===== config.mk =====
export PLATFORM = sky130hd
export DESIGN_NAME = lds_target
export DESIGN_NICKNAME = d
export VERILOG_FILES = /design/src/pkg/lds_pkg.sv /design/src/hw/lds_filter.sv /design/src/hw/lds_target.sv
export SDC_FILE = /design/constraint.sdc
export NUM_CORES = 1
export LEC_CHECK = 0
export ABC_AREA = 1
export BUFFER_PORTS_ARGS = -buffer_cell sky130_fd_sc_hd__buf_2
export CAP_MARGIN = 10
export CORE_ASPECT_RATIO = 1.2
export CORE_MARGIN = 3
export CORE_UTILIZATION = 40
export CTS_BUF_LIST = sky130_fd_sc_hd__clkbuf_16
export DETAILED_ROUTE_END_ITERATION = 16
export SLEW_MARGIN = 20
export SYNTH_ARGS = -nofsm -noshare
export SYNTH_HDL_FRONTEND = slang
export SYNTH_HIERARCHICAL = 1
export SYNTH_SLANG_ARGS = --single-unit

===== constraint.sdc =====
create_clock -name clk_sys_i -period 2 [get_ports clk_sys_i]
set_clock_uncertainty 0.15 [all_clocks]
set_input_delay 0.4 -clock clk_sys_i [delete_from_list [all_inputs] [get_ports clk_sys_i]]
set_output_delay 0.4 -clock clk_sys_i [all_outputs]
set_load 0.01 [all_outputs]

===== src/pkg/lds_pkg.sv =====
// Package: register map, supervisor constants and state types of the LED driver target port
package lds_pkg;
    localparam logic [6:0] TARGET_ADDR = 7'h45;
    localparam logic [7:0] REG_SOFT_RESET = 8'h00;
    localparam logic [7:0] REG_GLOBAL_CTRL1 = 8'h01;
    localparam logic [7:0] REG_EVENT_FLAGS = 8'h02;
    localparam logic [7:0] REG_GLOBAL_CTRL2 = 8'h04;
    localparam logic [7:0] SOFT_RESET_KEY = 8'h55;
    // Identity code read back at address 0x00; value is arbitrary
    localparam logic [7:0] CHIP_ID_DEFAULT = 8'h5a;
    localparam logic [7:0] GLOBAL_CTRL1_RESET = 8'h00;
    localparam logic [7:0] GLOBAL_CTRL2_RESET = 8'h00;
    localparam int ENABLE_BIT = 0;
    localparam int POWER_UP_FLAG_BIT = 4;
    localparam int UNDERVOLTAGE_FLAG_BIT = 3;
    localparam int OVERTEMP_FLAG_BIT = 2;
    localparam int UV_ACTION_OFF_BIT = 7;
    localparam int OT_ACTION_OFF_BIT = 6;
    localparam int UV_MONITOR_OFF_BIT = 5;
    localparam int OT_MONITOR_OFF_BIT = 4;
    localparam int CLK_PERIOD_PS = 5000;
    localparam int SCL_DEGLITCH_PS = 200000;
    localparam int SDA_DEGLITCH_PS = 250000;
    localparam int SCL_DEGLITCH_CYC = SCL_DEGLITCH_PS / CLK_PERIOD_PS;
    localparam int SDA_DEGLITCH_CYC = SDA_DEGLITCH_PS / CLK_PERIOD_PS;

    typedef enum logic [2:0] {
        LDS_IDLE = 3'b000,
        LDS_ADDR = 3'b001,
        LDS_ADDR_ACK = 3'b010,
        LDS_WR_BYTE = 3'b011,
        LDS_WR_ACK = 3'b100,
        LDS_RD_BYTE = 3'b101,
        LDS_RD_ACK = 3'b110,
        LDS_WAIT_STOP = 3'b111
    } lds_phase_t;

    typedef struct packed {
        logic uv_action_off;
        logic ot_action_off;
        logic uv_monitor_off;
        logic ot_monitor_off;
        logic [3:0] other;
    } lds_ctrl2_t;

    typedef struct packed {
        lds_phase_t phase;
        logic [3:0] bit_cnt;
        logic [7:0] shift;
        logic [7:0] reg_addr;
        logic addr_phase;
        logic sda_drive;
        logic [7:0] ctrl1;
        lds_ctrl2_t ctrl2;
        logic [7:0] flags;
        logic uv_seen;
        logic ot_seen;
        logic por_done;
    } lds_state_t;
endpackage : lds_pkg


===== src/hw/lds_filter.sv =====
// Two-flop synchroniser followed by a glitch filter for one bus line
module lds_filter #(
    parameter int HOLD_CYC = 40
) (
    input wire logic clk_sys_i,
    input wire logic resetn_i,
    input wire logic pin_i,
    output logic level_o
);
    typedef struct packed {
        logic meta;
        logic sync;
        logic level;
        logic [7:0] cnt;
    } lds_filt_state_t;

    lds_filt_state_t st_r;
    lds_filt_state_t st_nxt;

    always_comb begin
        st_nxt = st_r;
        st_nxt.meta = pin_i;
        st_nxt.sync = st_r.meta;
        // Accept a new level only after it has stood the full hold time
        if (st_r.sync == st_r.level) begin
            st_nxt.cnt = 8'h00;
        end else if (st_r.cnt >= 8'(HOLD_CYC - 1)) begin
            st_nxt.level = st_r.sync;
            st_nxt.cnt = 8'h00;
        end else begin
            st_nxt.cnt = st_r.cnt + 8'h01;
        end
    end

    always_ff @(posedge clk_sys_i) begin
        if (!resetn_i) begin
            st_r <= '{meta: 1'b1, sync: 1'b1, level: 1'b1, cnt: 8'h00};
        end else begin
            st_r <= st_nxt;
        end
    end

    assign level_o = st_r.level;

    level_hold_a: assert property (@(posedge clk_sys_i) disable iff (!resetn_i)
        $changed(st_r.level) |-> $past(st_r.cnt) >= 8'(HOLD_CYC - 1))
        else $error("line level taken before hold time");
endmodule // lds_filter


===== src/hw/lds_target.sv =====
// Serial target port and operating-state supervisor of a three-channel LED driver
// Behaviour
// - Respond only to 7-bit address 0x45 followed by direction bit.
// - Detect start and stop as SDA edges while SCL high.
// - SDA change during SCL high mid-transaction abandons the transaction.
// - Bytes are eight bits, MSB first, each followed by an acknowledge slot.
// - After eight received bits the device pulls SDA low to acknowledge.
// - When sending, release SDA, sample master ack; nack means wait for stop.
// - Acknowledge address byte only on a matching target address.
// - Each written byte stored at current register address, then address increments.
// - Reads send current register, increment on each master acknowledge.
// - Target in fast mode, SCL up to 400 kHz from the master.
// - Power-on reset puts device in standby with registers at defaults.
// - Power-on reset sets power-up flag bit 4 of status; read clears it.
// - Clearing the enable bit in active mode returns to standby.
// - In standby only reset and first control register accept writes.
// - Writing enable to one in standby enters active and starts oscillator.
// - Writing 0x55 to address 0x00 resets logic and registers; the code resets both control registers and keeps only flag bits 3 and 2.
// - Undervoltage sets flag, clears enable, enters standby.
// - Undervoltage monitor-off and action-off bits, both reset to zero.
// - Over-temperature sets flag, clears enable, enters standby.
// - Over-temperature monitor-off and action-off bits, both reset to zero.
// - First control register at 0x01, reset value 0x00.
// - Second control register at 0x04 holds protection disables.
module lds_target #(
    parameter logic [6:0] TARGET_ADDR = lds_pkg::TARGET_ADDR
) (
    input wire logic clk_sys_i,
    input wire logic resetn_i,
    input wire logic scl_i,
    input wire logic sda_i,
    output logic sda_o,
    output logic sda_oe_n_o,
    input wire logic undervoltage_i,
    input wire logic overtemp_i,
    output logic active_o,
    output logic osc_run_o,
    output logic [7:0] global_control_first_o,
    output logic [7:0] global_control_second_o
);
    logic scl_f;
    logic sda_f;
    logic uv_m;
    logic uv_s;
    logic ot_m;
    logic ot_s;
    logic scl_d;
    logic sda_d;

    lds_filter #(.HOLD_CYC(lds_pkg::SCL_DEGLITCH_CYC)) u_scl_filt (
        .clk_sys_i(clk_sys_i),
        .resetn_i(resetn_i),
        .pin_i(scl_i),
        .level_o(scl_f)
    );
    lds_filter #(.HOLD_CYC(lds_pkg::SDA_DEGLITCH_CYC)) u_sda_filt (
        .clk_sys_i(clk_sys_i),
        .resetn_i(resetn_i),
        .pin_i(sda_i),
        .level_o(sda_f)
    );

    always_ff @(posedge clk_sys_i) begin
        if (!resetn_i) begin
            uv_m <= 1'b0;
            uv_s <= 1'b0;
            ot_m <= 1'b0;
            ot_s <= 1'b0;
            scl_d <= 1'b1;
            sda_d <= 1'b1;
        end else begin
            uv_m <= undervoltage_i;
            uv_s <= uv_m;
            ot_m <= overtemp_i;
            ot_s <= ot_m;
            scl_d <= scl_f;
            sda_d <= sda_f;
        end
    end

    logic scl_rise;
    logic scl_fall;
    logic start_det;
    logic stop_det;
    assign scl_rise = scl_f && !scl_d;
    assign scl_fall = !scl_f && scl_d;
    assign start_det = scl_f && scl_d && sda_d && !sda_f;
    assign stop_det = scl_f && scl_d && !sda_d && sda_f;

    lds_pkg::lds_state_t st_r;
    lds_pkg::lds_state_t st_nxt;
    logic active;
    assign active = st_r.ctrl1[lds_pkg::ENABLE_BIT];

    function automatic logic [7:0] read_reg(input lds_pkg::lds_state_t s);
        case (s.reg_addr)
            lds_pkg::REG_SOFT_RESET: read_reg = lds_pkg::CHIP_ID_DEFAULT;
            lds_pkg::REG_GLOBAL_CTRL1: read_reg = s.ctrl1;
            lds_pkg::REG_EVENT_FLAGS: read_reg = s.flags;
            lds_pkg::REG_GLOBAL_CTRL2: read_reg = s.ctrl2;
            default: read_reg = 8'h00;
        endcase
    endfunction

    always_comb begin
        logic [7:0] rx;
        logic uv_event;
        logic ot_event;
        logic soft_reset;
        logic flags_read;
        rx = {st_r.shift[6:0], sda_f};
        uv_event = uv_s && !st_r.uv_seen && !st_r.ctrl2.uv_monitor_off;
        ot_event = ot_s && !st_r.ot_seen && !st_r.ctrl2.ot_monitor_off;
        soft_reset = 1'b0;
        flags_read = 1'b0;
        st_nxt = st_r;
        st_nxt.por_done = 1'b1;
        unique case (st_r.phase)
            lds_pkg::LDS_IDLE: begin
                st_nxt.sda_drive = 1'b0;
            end
            lds_pkg::LDS_ADDR, lds_pkg::LDS_WR_BYTE: begin
                if (scl_rise) begin
                    st_nxt.shift = rx;
                    st_nxt.bit_cnt = st_r.bit_cnt + 4'h1;
                end
                if (scl_fall && st_r.bit_cnt == 4'h8) begin
                    st_nxt.bit_cnt = 4'h0;
                    if (st_r.phase == lds_pkg::LDS_ADDR) begin
                        if (st_r.shift[7:1] == TARGET_ADDR) begin
                            st_nxt.phase = lds_pkg::LDS_ADDR_ACK;
                            st_nxt.sda_drive = 1'b1;
                        end else begin
                            st_nxt.phase = lds_pkg::LDS_WAIT_STOP;
                        end
                    end else begin
                        st_nxt.phase = lds_pkg::LDS_WR_ACK;
                        st_nxt.sda_drive = 1'b1;
                    end
                end
            end
            lds_pkg::LDS_ADDR_ACK: begin
                if (scl_fall) begin
                    if (st_r.shift[0]) begin
                        st_nxt.phase = lds_pkg::LDS_RD_BYTE;
                        st_nxt.shift = read_reg(st_r);
                        st_nxt.sda_drive = !read_reg(st_r)[7];
                        flags_read = (st_r.reg_addr == lds_pkg::REG_EVENT_FLAGS);
                        st_nxt.bit_cnt = 4'h1;
                    end else begin
                        st_nxt.phase = lds_pkg::LDS_WR_BYTE;
                        st_nxt.sda_drive = 1'b0;
                        st_nxt.addr_phase = 1'b1;
                    end
                end
            end
            lds_pkg::LDS_WR_ACK: begin
                if (scl_fall) begin
                    st_nxt.sda_drive = 1'b0;
                    st_nxt.phase = lds_pkg::LDS_WR_BYTE;
                    if (st_r.addr_phase) begin
                        st_nxt.reg_addr = st_r.shift;
                        st_nxt.addr_phase = 1'b0;
                    end else begin
                        // Store then advance; standby admits only reset and control 1
                        unique case (st_r.reg_addr)
                            lds_pkg::REG_SOFT_RESET: soft_reset = (st_r.shift == lds_pkg::SOFT_RESET_KEY);
                            lds_pkg::REG_GLOBAL_CTRL1: st_nxt.ctrl1 = st_r.shift;
                            lds_pkg::REG_GLOBAL_CTRL2: if (active) st_nxt.ctrl2 = st_r.shift;
                            default: ;
                        endcase
                        st_nxt.reg_addr = st_r.reg_addr + 8'h01;
                    end
                end
            end
            lds_pkg::LDS_RD_BYTE: begin
                if (scl_fall) begin
                    if (st_r.bit_cnt == 4'h8) begin
                        st_nxt.sda_drive = 1'b0;
                        st_nxt.phase = lds_pkg::LDS_RD_ACK;
                    end else begin
                        st_nxt.sda_drive = !st_r.shift[3'(7 - st_r.bit_cnt)];
                        st_nxt.bit_cnt = st_r.bit_cnt + 4'h1;
                    end
                end
            end
            lds_pkg::LDS_RD_ACK: begin
                if (scl_rise) begin
                    if (sda_f) begin
                        st_nxt.phase = lds_pkg::LDS_WAIT_STOP;
                    end else begin
                        st_nxt.reg_addr = st_r.reg_addr + 8'h01;
                    end
                end
                if (scl_fall) begin
                    st_nxt.phase = lds_pkg::LDS_RD_BYTE;
                    st_nxt.shift = read_reg(st_r);
                    st_nxt.sda_drive = !read_reg(st_r)[7];
                    flags_read = (st_r.reg_addr == lds_pkg::REG_EVENT_FLAGS);
                    st_nxt.bit_cnt = 4'h1;
                end
            end
            lds_pkg::LDS_WAIT_STOP: begin
                st_nxt.sda_drive = 1'b0;
            end
        endcase
        if (start_det) begin
            st_nxt.phase = lds_pkg::LDS_ADDR;
            st_nxt.bit_cnt = 4'h0;
            st_nxt.sda_drive = 1'b0;
        end else if (stop_det) begin
            st_nxt.phase = lds_pkg::LDS_IDLE;
            st_nxt.sda_drive = 1'b0;
        end
        if (flags_read) begin
            st_nxt.flags = 8'h00;
        end
        st_nxt.uv_seen = uv_s && !st_r.ctrl2.uv_monitor_off;
        st_nxt.ot_seen = ot_s && !st_r.ctrl2.ot_monitor_off;
        if (uv_event) begin
            st_nxt.flags[lds_pkg::UNDERVOLTAGE_FLAG_BIT] = 1'b1;
            if (!st_r.ctrl2.uv_action_off) st_nxt.ctrl1[lds_pkg::ENABLE_BIT] = 1'b0;
        end
        if (ot_event) begin
            st_nxt.flags[lds_pkg::OVERTEMP_FLAG_BIT] = 1'b1;
            if (!st_r.ctrl2.ot_action_off) st_nxt.ctrl1[lds_pkg::ENABLE_BIT] = 1'b0;
        end
        // Condition still present keeps the device out of active
        if ((st_r.uv_seen && !st_r.ctrl2.uv_action_off) || (st_r.ot_seen && !st_r.ctrl2.ot_action_off)) begin
            st_nxt.ctrl1[lds_pkg::ENABLE_BIT] = 1'b0;
        end
        if (soft_reset) begin
            st_nxt.ctrl1 = lds_pkg::GLOBAL_CTRL1_RESET;
            st_nxt.ctrl2 = lds_pkg::GLOBAL_CTRL2_RESET;
            st_nxt.flags = st_nxt.flags & 8'h0c;
        end
        if (!st_r.por_done) begin
            st_nxt.flags[lds_pkg::POWER_UP_FLAG_BIT] = 1'b1;
        end
    end

    always_ff @(posedge clk_sys_i) begin
        if (!resetn_i) begin
            st_r <= '0;
        end else begin
            st_r <= st_nxt;
        end
    end

    assign sda_o = 1'b0;
    assign sda_oe_n_o = !st_r.sda_drive;
    assign active_o = active;
    assign osc_run_o = active;
    assign global_control_first_o = st_r.ctrl1;
    assign global_control_second_o = st_r.ctrl2;

    ack_drive_a: assert property (@(posedge clk_sys_i) disable iff (!resetn_i)
        (st_r.phase == lds_pkg::LDS_ADDR && scl_fall && st_r.bit_cnt == 4'h8 && !start_det && !stop_det
         && st_r.shift[7:1] != TARGET_ADDR) |=> !st_r.sda_drive)
        else $error("acknowledged a foreign address");
    ack_match_a: assert property (@(posedge clk_sys_i) disable iff (!resetn_i)
        (st_r.phase == lds_pkg::LDS_ADDR && scl_fall && st_r.bit_cnt == 4'h8 && !start_det && !stop_det
         && st_r.shift[7:1] == TARGET_ADDR) |=> st_r.sda_drive && st_r.phase == lds_pkg::LDS_ADDR_ACK)
        else $error("no acknowledge on own address");
    stop_idle_a: assert property (@(posedge clk_sys_i) disable iff (!resetn_i)
        (stop_det && !start_det) |=> st_r.phase == lds_pkg::LDS_IDLE && !st_r.sda_drive)
        else $error("stop did not end transaction");
    nack_wait_a: assert property (@(posedge clk_sys_i) disable iff (!resetn_i)
        (st_r.phase == lds_pkg::LDS_RD_ACK && scl_rise && sda_f && !start_det && !stop_det)
        |=> st_r.phase == lds_pkg::LDS_WAIT_STOP)
        else $error("kept sending after nack");
    rd_incr_a: assert property (@(posedge clk_sys_i) disable iff (!resetn_i)
        (st_r.phase == lds_pkg::LDS_RD_ACK && scl_rise && !sda_f && !start_det && !stop_det)
        |=> st_r.reg_addr == $past(st_r.reg_addr) + 8'h01)
        else $error("read address not advanced");
    enable_osc_a: assert property (@(posedge clk_sys_i) disable iff (!resetn_i)
        osc_run_o == st_r.ctrl1[lds_pkg::ENABLE_BIT])
        else $error("oscillator not tied to enable");
    uv_standby_a: assert property (@(posedge clk_sys_i) disable iff (!resetn_i)
        (uv_s && !st_r.uv_seen && !st_r.ctrl2.uv_monitor_off && !st_r.ctrl2.uv_action_off)
        |=> !active_o && st_r.flags[lds_pkg::UNDERVOLTAGE_FLAG_BIT])
        else $error("undervoltage left device active");
    ot_standby_a: assert property (@(posedge clk_sys_i) disable iff (!resetn_i)
        (ot_s && !st_r.ot_seen && !st_r.ctrl2.ot_monitor_off && !st_r.ctrl2.ot_action_off)
        |=> !active_o && st_r.flags[lds_pkg::OVERTEMP_FLAG_BIT])
        else $error("overtemperature left device active");
    por_flag_a: assert property (@(posedge clk_sys_i) disable iff (!resetn_i)
        !st_r.por_done |=> st_r.flags[lds_pkg::POWER_UP_FLAG_BIT])
        else $error("power-up flag not set");

    // Byte engine and register side effects
    start_addr_a: assert property (@(posedge clk_sys_i) disable iff (!resetn_i)
        start_det |=> st_r.phase == lds_pkg::LDS_ADDR && st_r.bit_cnt == 4'h0 && !st_r.sda_drive)
        else $error("start did not open address phase");
    bit_shift_a: assert property (@(posedge clk_sys_i) disable iff (!resetn_i)
        (st_r.phase == lds_pkg::LDS_WR_BYTE && scl_rise && !start_det && !stop_det)
        |=> st_r.shift == {$past(st_r.shift[6:0]), $past(sda_f)})
        else $error("received bit not shifted in");
    wr_ack_a: assert property (@(posedge clk_sys_i) disable iff (!resetn_i)
        (st_r.phase == lds_pkg::LDS_WR_BYTE && scl_fall && st_r.bit_cnt == 4'h8 && !start_det && !stop_det)
        |=> st_r.phase == lds_pkg::LDS_WR_ACK && st_r.sda_drive)
        else $error("no acknowledge after data byte");
    rd_release_a: assert property (@(posedge clk_sys_i) disable iff (!resetn_i)
        (st_r.phase == lds_pkg::LDS_RD_BYTE && scl_fall && st_r.bit_cnt == 4'h8 && !start_det && !stop_det)
        |=> st_r.phase == lds_pkg::LDS_RD_ACK && !st_r.sda_drive)
        else $error("data line not released for master acknowledge");
    rd_next_a: assert property (@(posedge clk_sys_i) disable iff (!resetn_i)
        (st_r.phase == lds_pkg::LDS_RD_ACK && scl_fall && !start_det && !stop_det)
        |=> st_r.phase == lds_pkg::LDS_RD_BYTE && st_r.bit_cnt == 4'h1)
        else $error("next read byte not started");
    wr_incr_a: assert property (@(posedge clk_sys_i) disable iff (!resetn_i)
        (st_r.phase == lds_pkg::LDS_WR_ACK && scl_fall && !st_r.addr_phase && !start_det && !stop_det)
        |=> st_r.reg_addr == $past(st_r.reg_addr) + 8'h01)
        else $error("write address not advanced");
    ctrl1_store_a: assert property (@(posedge clk_sys_i) disable iff (!resetn_i)
        (st_r.phase == lds_pkg::LDS_WR_ACK && scl_fall && !st_r.addr_phase
         && st_r.reg_addr == lds_pkg::REG_GLOBAL_CTRL1 && !start_det && !stop_det)
        |=> st_r.ctrl1[7:1] == $past(st_r.shift[7:1]) && ($past(st_r.shift[0]) || !active_o))
        else $error("control 1 write not taken");
    flags_clear_a: assert property (@(posedge clk_sys_i) disable iff (!resetn_i)
        (st_r.phase == lds_pkg::LDS_ADDR_ACK && scl_fall && st_r.shift[0] && st_r.por_done
         && st_r.reg_addr == lds_pkg::REG_EVENT_FLAGS && !start_det && !stop_det)
        |=> !st_r.flags[lds_pkg::POWER_UP_FLAG_BIT])
        else $error("power-up flag kept after status read");
    standby_ctrl2_a: assert property (@(posedge clk_sys_i) disable iff (!resetn_i)
        (!active && st_r.phase == lds_pkg::LDS_WR_ACK && scl_fall && !st_r.addr_phase
         && st_r.reg_addr == lds_pkg::REG_GLOBAL_CTRL2 && !start_det && !stop_det)
        |=> $stable(st_r.ctrl2))
        else $error("control 2 written in standby");
    soft_reset_a: assert property (@(posedge clk_sys_i) disable iff (!resetn_i)
        (st_r.phase == lds_pkg::LDS_WR_ACK && scl_fall && !st_r.addr_phase && st_r.reg_addr == lds_pkg::REG_SOFT_RESET
         && st_r.shift == lds_pkg::SOFT_RESET_KEY && !start_det && !stop_det)
        |=> st_r.ctrl1 == lds_pkg::GLOBAL_CTRL1_RESET && st_r.ctrl2 == lds_pkg::GLOBAL_CTRL2_RESET)
        else $error("reset key did not clear control registers");
    ot_hold_a: assert property (@(posedge clk_sys_i) disable iff (!resetn_i)
        (st_r.ot_seen && !st_r.ctrl2.ot_action_off) |=> !active_o)
        else $error("active while overtemperature persists");
    uv_flag_a: assert property (@(posedge clk_sys_i) disable iff (!resetn_i)
        (uv_s && !st_r.uv_seen && !st_r.ctrl2.uv_monitor_off)
        |=> st_r.flags[lds_pkg::UNDERVOLTAGE_FLAG_BIT])
        else $error("undervoltage flag not set");
    ot_flag_a: assert property (@(posedge clk_sys_i) disable iff (!resetn_i)
        (ot_s && !st_r.ot_seen && !st_r.ctrl2.ot_monitor_off)
        |=> st_r.flags[lds_pkg::OVERTEMP_FLAG_BIT])
        else $error("overtemperature flag not set");
endmodule // lds_target


Word level (Yosys, flattened, before mapping)
Cells that the tools add are included.
Storage, ports and cells
  register bits: 75
  input bits: 6
  output and inout port bits: 20
  word-level logic and storage cells: 210
Cells by class
  $add $sub $neg: 5
  $lt $le $gt $ge: 3
  eq/ne operators: 39
  multiplexer cells: 66
  bitwise logic cells: 4
  reductions and logical operators: 59
Operators by type and width (count)
  2-to-1 mux 8 bit: 11
  case mux 8 bit (4 select lines): 1
  2-to-1 mux 15 bit: 2
  2-to-1 mux 1 bit: 26
  2-to-1 mux 26 bit: 1
  adder 8 x 1 -> 8 bit, second input constant: 3
  2-to-1 mux 12 bit: 2
  != test 2 bit, second input constant: 12
  case mux 8 bit (3 select lines): 1
  2-to-1 mux 3 bit: 7
  != test 4 bit, second input constant: 5
  >= comparator 8 x 6 -> 1 bit, second input constant: 2
  logical AND 1 bit: 16
  2-to-1 mux 16 bit: 1
  case mux 4 bit (4 select lines): 1
  case mux 8 bit (2 select lines): 1
  AND reduction 4 bit: 4
  AND reduction 8 bit: 2
  case mux 3 bit (5 select lines): 1
  zero test 1 bit: 14
  2-to-1 mux 7 bit: 2
  == test 3 bit, second input constant: 4
  OR reduction 3 bit: 4
  2-to-1 mux 5 bit: 2
  other kinds (37): 51

Longest topological paths before layout
  depth in word-level cells: 9
  gate-level depth with buffers: 13
  mapped depth without buffers: 12

Cells and area by module
The synthesis kept the hierarchy.
By module, submodules not included
  lds_target: instances 1, cells each 531, area each 3410.8 um^2, seq. area each 1061.0 um^2
  lds_filter at u_sda_filt: instances 1, cells each 55, area each 481.7 um^2, seq. area each 220.2 um^2
  lds_filter at u_scl_filt: instances 1, cells each 57, area each 429.2 um^2, seq. area each 220.2 um^2

Least setup slack after synthesis
OpenSTA, ideal clock, no wires.
  path kind: register to register
  from: register st_r[45] in the netlist's numbering
  to: register st_r[49] in the netlist's numbering
  setup time: 0.111 ns
  arrival time: 1.505 ns
  required time: 1.739 ns
  slack: 0.234 ns
  cell stages (with the launch flop): 13
  path buffers: 1
  clock period less this slack: 1.766 ns
  cells stage by stage: dfxtp_1 -> clkbuf_1 -> inv_1 -> ha_1 -> nand2_1 -> nor2_1 -> nor2_1 -> nor2_1 -> nand3_1 -> nand2_1 -> inv_1 -> nor2_1 -> nor2_1
On the way
  longest elaborated chain between the ends: 4
  elaborated cells between the ends (all ways): 5
  classes of those cells: 3 x eq/ne; 2 x reduce/logical
RTL lines
  start, declared: line lds_target.sv:90  | lds_pkg::lds_state_t st_r;
  start signal, assigned: line lds_target.sv:246  | st_r <= st_nxt;
  == test 4 bit *: line lds_target.sv:127, lds_target.sv:178
  logical AND 1 bit: line lds_target.sv:127  | if (scl_fall && st_r.bit_cnt == 4'h8) begin
  != test 4 bit (no source line)
  AND reduction 8 bit (no source line) *
Mark *: on every way between the ends. The rest lies on a longest branch, timed or not.
A chain may end at the register's enable or synchronous reset.

Worst setup path after layout
  from: register st_r[46] in the netlist's numbering
  to: register st_r[50] in the netlist's numbering
On the way
  longest elaborated chain between the ends: 4
  elaborated cells between the ends (all ways): 5
  classes of those cells: 3 x eq/ne; 2 x reduce/logical
RTL lines (line)
  == test 4 bit *: lds_target.sv:127, lds_target.sv:178
  logical AND 1 bit: lds_target.sv:127
  != test 2 bit (no source line)
  AND reduction 8 bit (no source line) *
Marked as above.

==> flow_metrics.env <==
export IMPL_drive_above_1_share=0.155
export IMPL_start_util=0.421
export IMPL_synth_simple_gate_area_frac=0.371
export IMPL_globalRouteOverflowTotal=0
export IMPL_synth_top_area_frac=0.347
export IMPL_grt_busiest_layer="met2"
export IMPL_final_common_cell="nand2_1"
export IMPL_core_area_um2=10300
export IMPL_final_cell_mix="nand2_1 (158), nor2_1 (82), dfxtp_1 (75), inv_1 (70), nand3_1 (55)"
export IMPL_grt_max_degree=26
export IMPL_critical_path_arrival_ns=1.89
export IMPL_cp_required_ns=2.08
export IMPL_synth_area_per_cell_um2=6.72
export IMPL_synth_adder_area_share=0.0376
export IMPL_rr_startpoint="st_r[46]"
export IMPL_dp_hpwl_um=7750
export IMPL_yosys_cell_types_count=37
export IMPL_synth_compound_area_frac=0.0993
export IMPL_num_antenna_cells=0
export IMPL_clk_pin_slew_ns=0.06
export IMPL_postRouteAntennaNets=0
export IMPL_synth_seq_area_share=0.347
export IMPL_numCtsBuffers=9
export IMPL_critPathKind="flop to flop"
export IMPL_gr_usage_all_layers=0.181
export IMPL_clk_path_buf_depth=2
export IMPL_hp_class="primary input to flop"
export IMPL_drc_errors=0
export IMPL_synth_cell_area_um2=4320
export IMPL_grt_antenna_before_repair=0
export IMPL_crit_path_max_fanout=6
export IMPL_drv_cap=0
export IMPL_power_density_nw_per_um2=921
export IMPL_setup_violations=0
export IMPL_cp_start_kind="flop"
export IMPL_first_iter_violations=236
export IMPL_viasPerCell=5.07
export IMPL_grt_pass1_vias=3808
export IMPL_reg2regPathDepth=10
export IMPL_synthXorXnorAreaFrac=0.0203
export IMPL_status="completed"
export IMPL_grt_pass1_wl_um=17700
export IMPL_tns_ns=0
export IMPL_clk_latency_ns=0.34
export IMPL_postLayoutCoreUtil=0.466
export IMPL_timing_final_ws_setup_ns=0.188
export IMPL_synth_area_top_cells="dfxtp_1 (35%), nand2_1 (14%), nor2_1 (7.4%)"
export IMPL_ctsHtreeMaxLevel=3
export IMPL_final_nets=677
export IMPL_ff2ff_setup_slack_ns=0.19
export IMPL_gp_congestion=0.940
export IMPL_whs_ns=0.0735
export IMPL_rows=40
export IMPL_dp_slack_ns=0.115
export IMPL_wl_per_cell_um=13.2
export IMPL_die_w_um=101
export IMPL_max_freq_mhz=552
export IMPL_clock_sinks=75
export IMPL_finalCritPeriodShare=0.906
export IMPL_grt_setup_unrepaired="false"
export IMPL_grt_use_met2=0.301
export IMPL_use_met3=0.0250
export IMPL_firstDrtPassIters=5
export IMPL_finalHoldViolCount=0
export IMPL_cts_tree="yes"
export IMPL_muxShareOfSynthArea=0
export IMPL_synth_top_family_by_area="simple AND/OR/NAND/NOR gates"
export IMPL_reg2reg_to="st_r[50]"
export IMPL_root_buffer="clkbuf_16"
export IMPL_vias=4003
export IMPL_min_period_ns=1.81
export IMPL_cts_hold_buf=0
export IMPL_die_area_um2=12100
export IMPL_grtUsageMet1=0.218
export IMPL_yosys_warnings=6
export IMPL_num_io_pins=26
export IMPL_ys_seq_elements=75
export IMPL_synth_top_area_cell="dfxtp_1"
export IMPL_worstHoldPathCells=3
export IMPL_routed_wl_um=10400
export IMPL_peakVddDrop_uv=351
export IMPL_worstHoldStart="scl_i"
export IMPL_cp_end_kind="flop"
export IMPL_leakagePower_nw=2.26
export IMPL_min_to="u_scl_filt/st_nxt[9]"
export IMPL_report_final_slew_viol_count=0
export IMPL_fp_dieH_um=120
export IMPL_numPortBuffers=24
export IMPL_areaGrowthSynthToFinish_pct=10.7
export IMPL_synthCells=643
synthesized netlist by cell type:
library cell	instances
nand2_1	158
nor2_1	85
dfxtp_1	75
inv_1	71
nand3_1	56
a21oi_1	43
o21ai_0	25
buf_4	19
ha_1	13
clkbuf_1	9
o21ai_1	8
inv_2	7
nor2_2	7
nor3_2	7
buf_2	6
nor3_1	6
nand3_2	5
nand4_1	5
xnor2_1	5
xor2_1	5
nand2_2	4
conb_1	3
nor2_8	3
buf_6	2
nand2_4	2
nand3_4	2
nor2_4	2
a21o_1	1
clkinv_2	1
nand3b_1	1
nor4_1	1
o21ai_2	1
o21bai_1	1
o21bai_2	1
o22ai_1	1
o31ai_1	1
or2_2	1
layout make-up:
class,instances,area (µm²)
Tap cell,126,158
Inverter,79,298
Fill cell,1072,5480
Sequential cell,75,1500
Multi-Input combinational cell,455,2320
Timing Repair Buffer,38,225
Clock inverter,7,51.3
Clock buffer,9,225
worst max path at each step:
stage,start,end,slack [ns],cells after the start
after floorplan,st_r[45],st_r[49],0.23,12
after global placement,st_r[29],st_r[27],0.11,9
after detailed placement,st_r[46],st_r[49],0.12,11
after CTS,st_r[46],st_r[49],0.09,11
after global routing,st_r[46],st_r[49],0.02,11
final,st_r[46],st_r[50],0.19,10
critical path, stage by stage (launching register included):
cell	delay, ns
dfxtp_1	0.45
inv_2	0.09
ha_2	0.21
nand2_1	0.08
nor2_2	0.05
nor2_1	0.23
nor2_2	0.09
nand2_1	0.08
nor2_1	0.05
o21ai_0	0.15
nor2_1	0.06
stage by stage:
step,total power [mW],area (µm²),instances
detailed placement,2.90,4480,773
CTS,4.41,4760,789
finish,4.41,4780,789
global route,4.69,4780,789
floorplan,2.58,4330,645
global placement,2.90,4480,773
timing repair:
| item | CTS | global route |
|---|---|---|
| endpoints found under the setup margin | 0 | 23 |
| hold endpoints to repair | 0 | 0 |
| gates resized for setup | 0 | 8 |
| setup buffers | 0 | 0 |
routing by layer:
layer	vias up	wire length, µm	share of wire
met3	35	434	0.042
met2	111	4990	0.48
met5	-	0	0
met1	1816	4490	0.43
li1	2041	-	-
met4	0	461	0.044
kinds of logic after synthesis:
logic type / count (synthesis)
AND/OR/NAND/NOR: 345
adder cells (fa/ha/maj): 13
XOR/XNOR: 10
flip-flops: 75
other: 3
AO/OA/AOI/OAI: 82
buffers and inverters: 115
power by group:
part,switching (mW),internal [mW],leakage [nW]
logic,0.780,0.387,1.52
clock network,0.662,0.845,0.134
registers,0.132,1.60,0.610
total,1.57,2.83,2.26
flip-flops by register name, summed over array words and instances, names as in the netlist:
register and count:
st_r 31, global_control_first_o 8, ot_m 1, uv_s 1, u_scl_filt/st_r 9, scl_d 1, uv_m 1, u_sda_filt/st_r 9
u_scl_filt/st_nxt 1, ot_s 1, u_sda_filt/st_nxt 1, u_sda_filt/level_o 1, u_scl_filt/level_o 1, sda_d 1, global_control_second_o 8
Note: power is estimated with default switching activity, not from simulation.
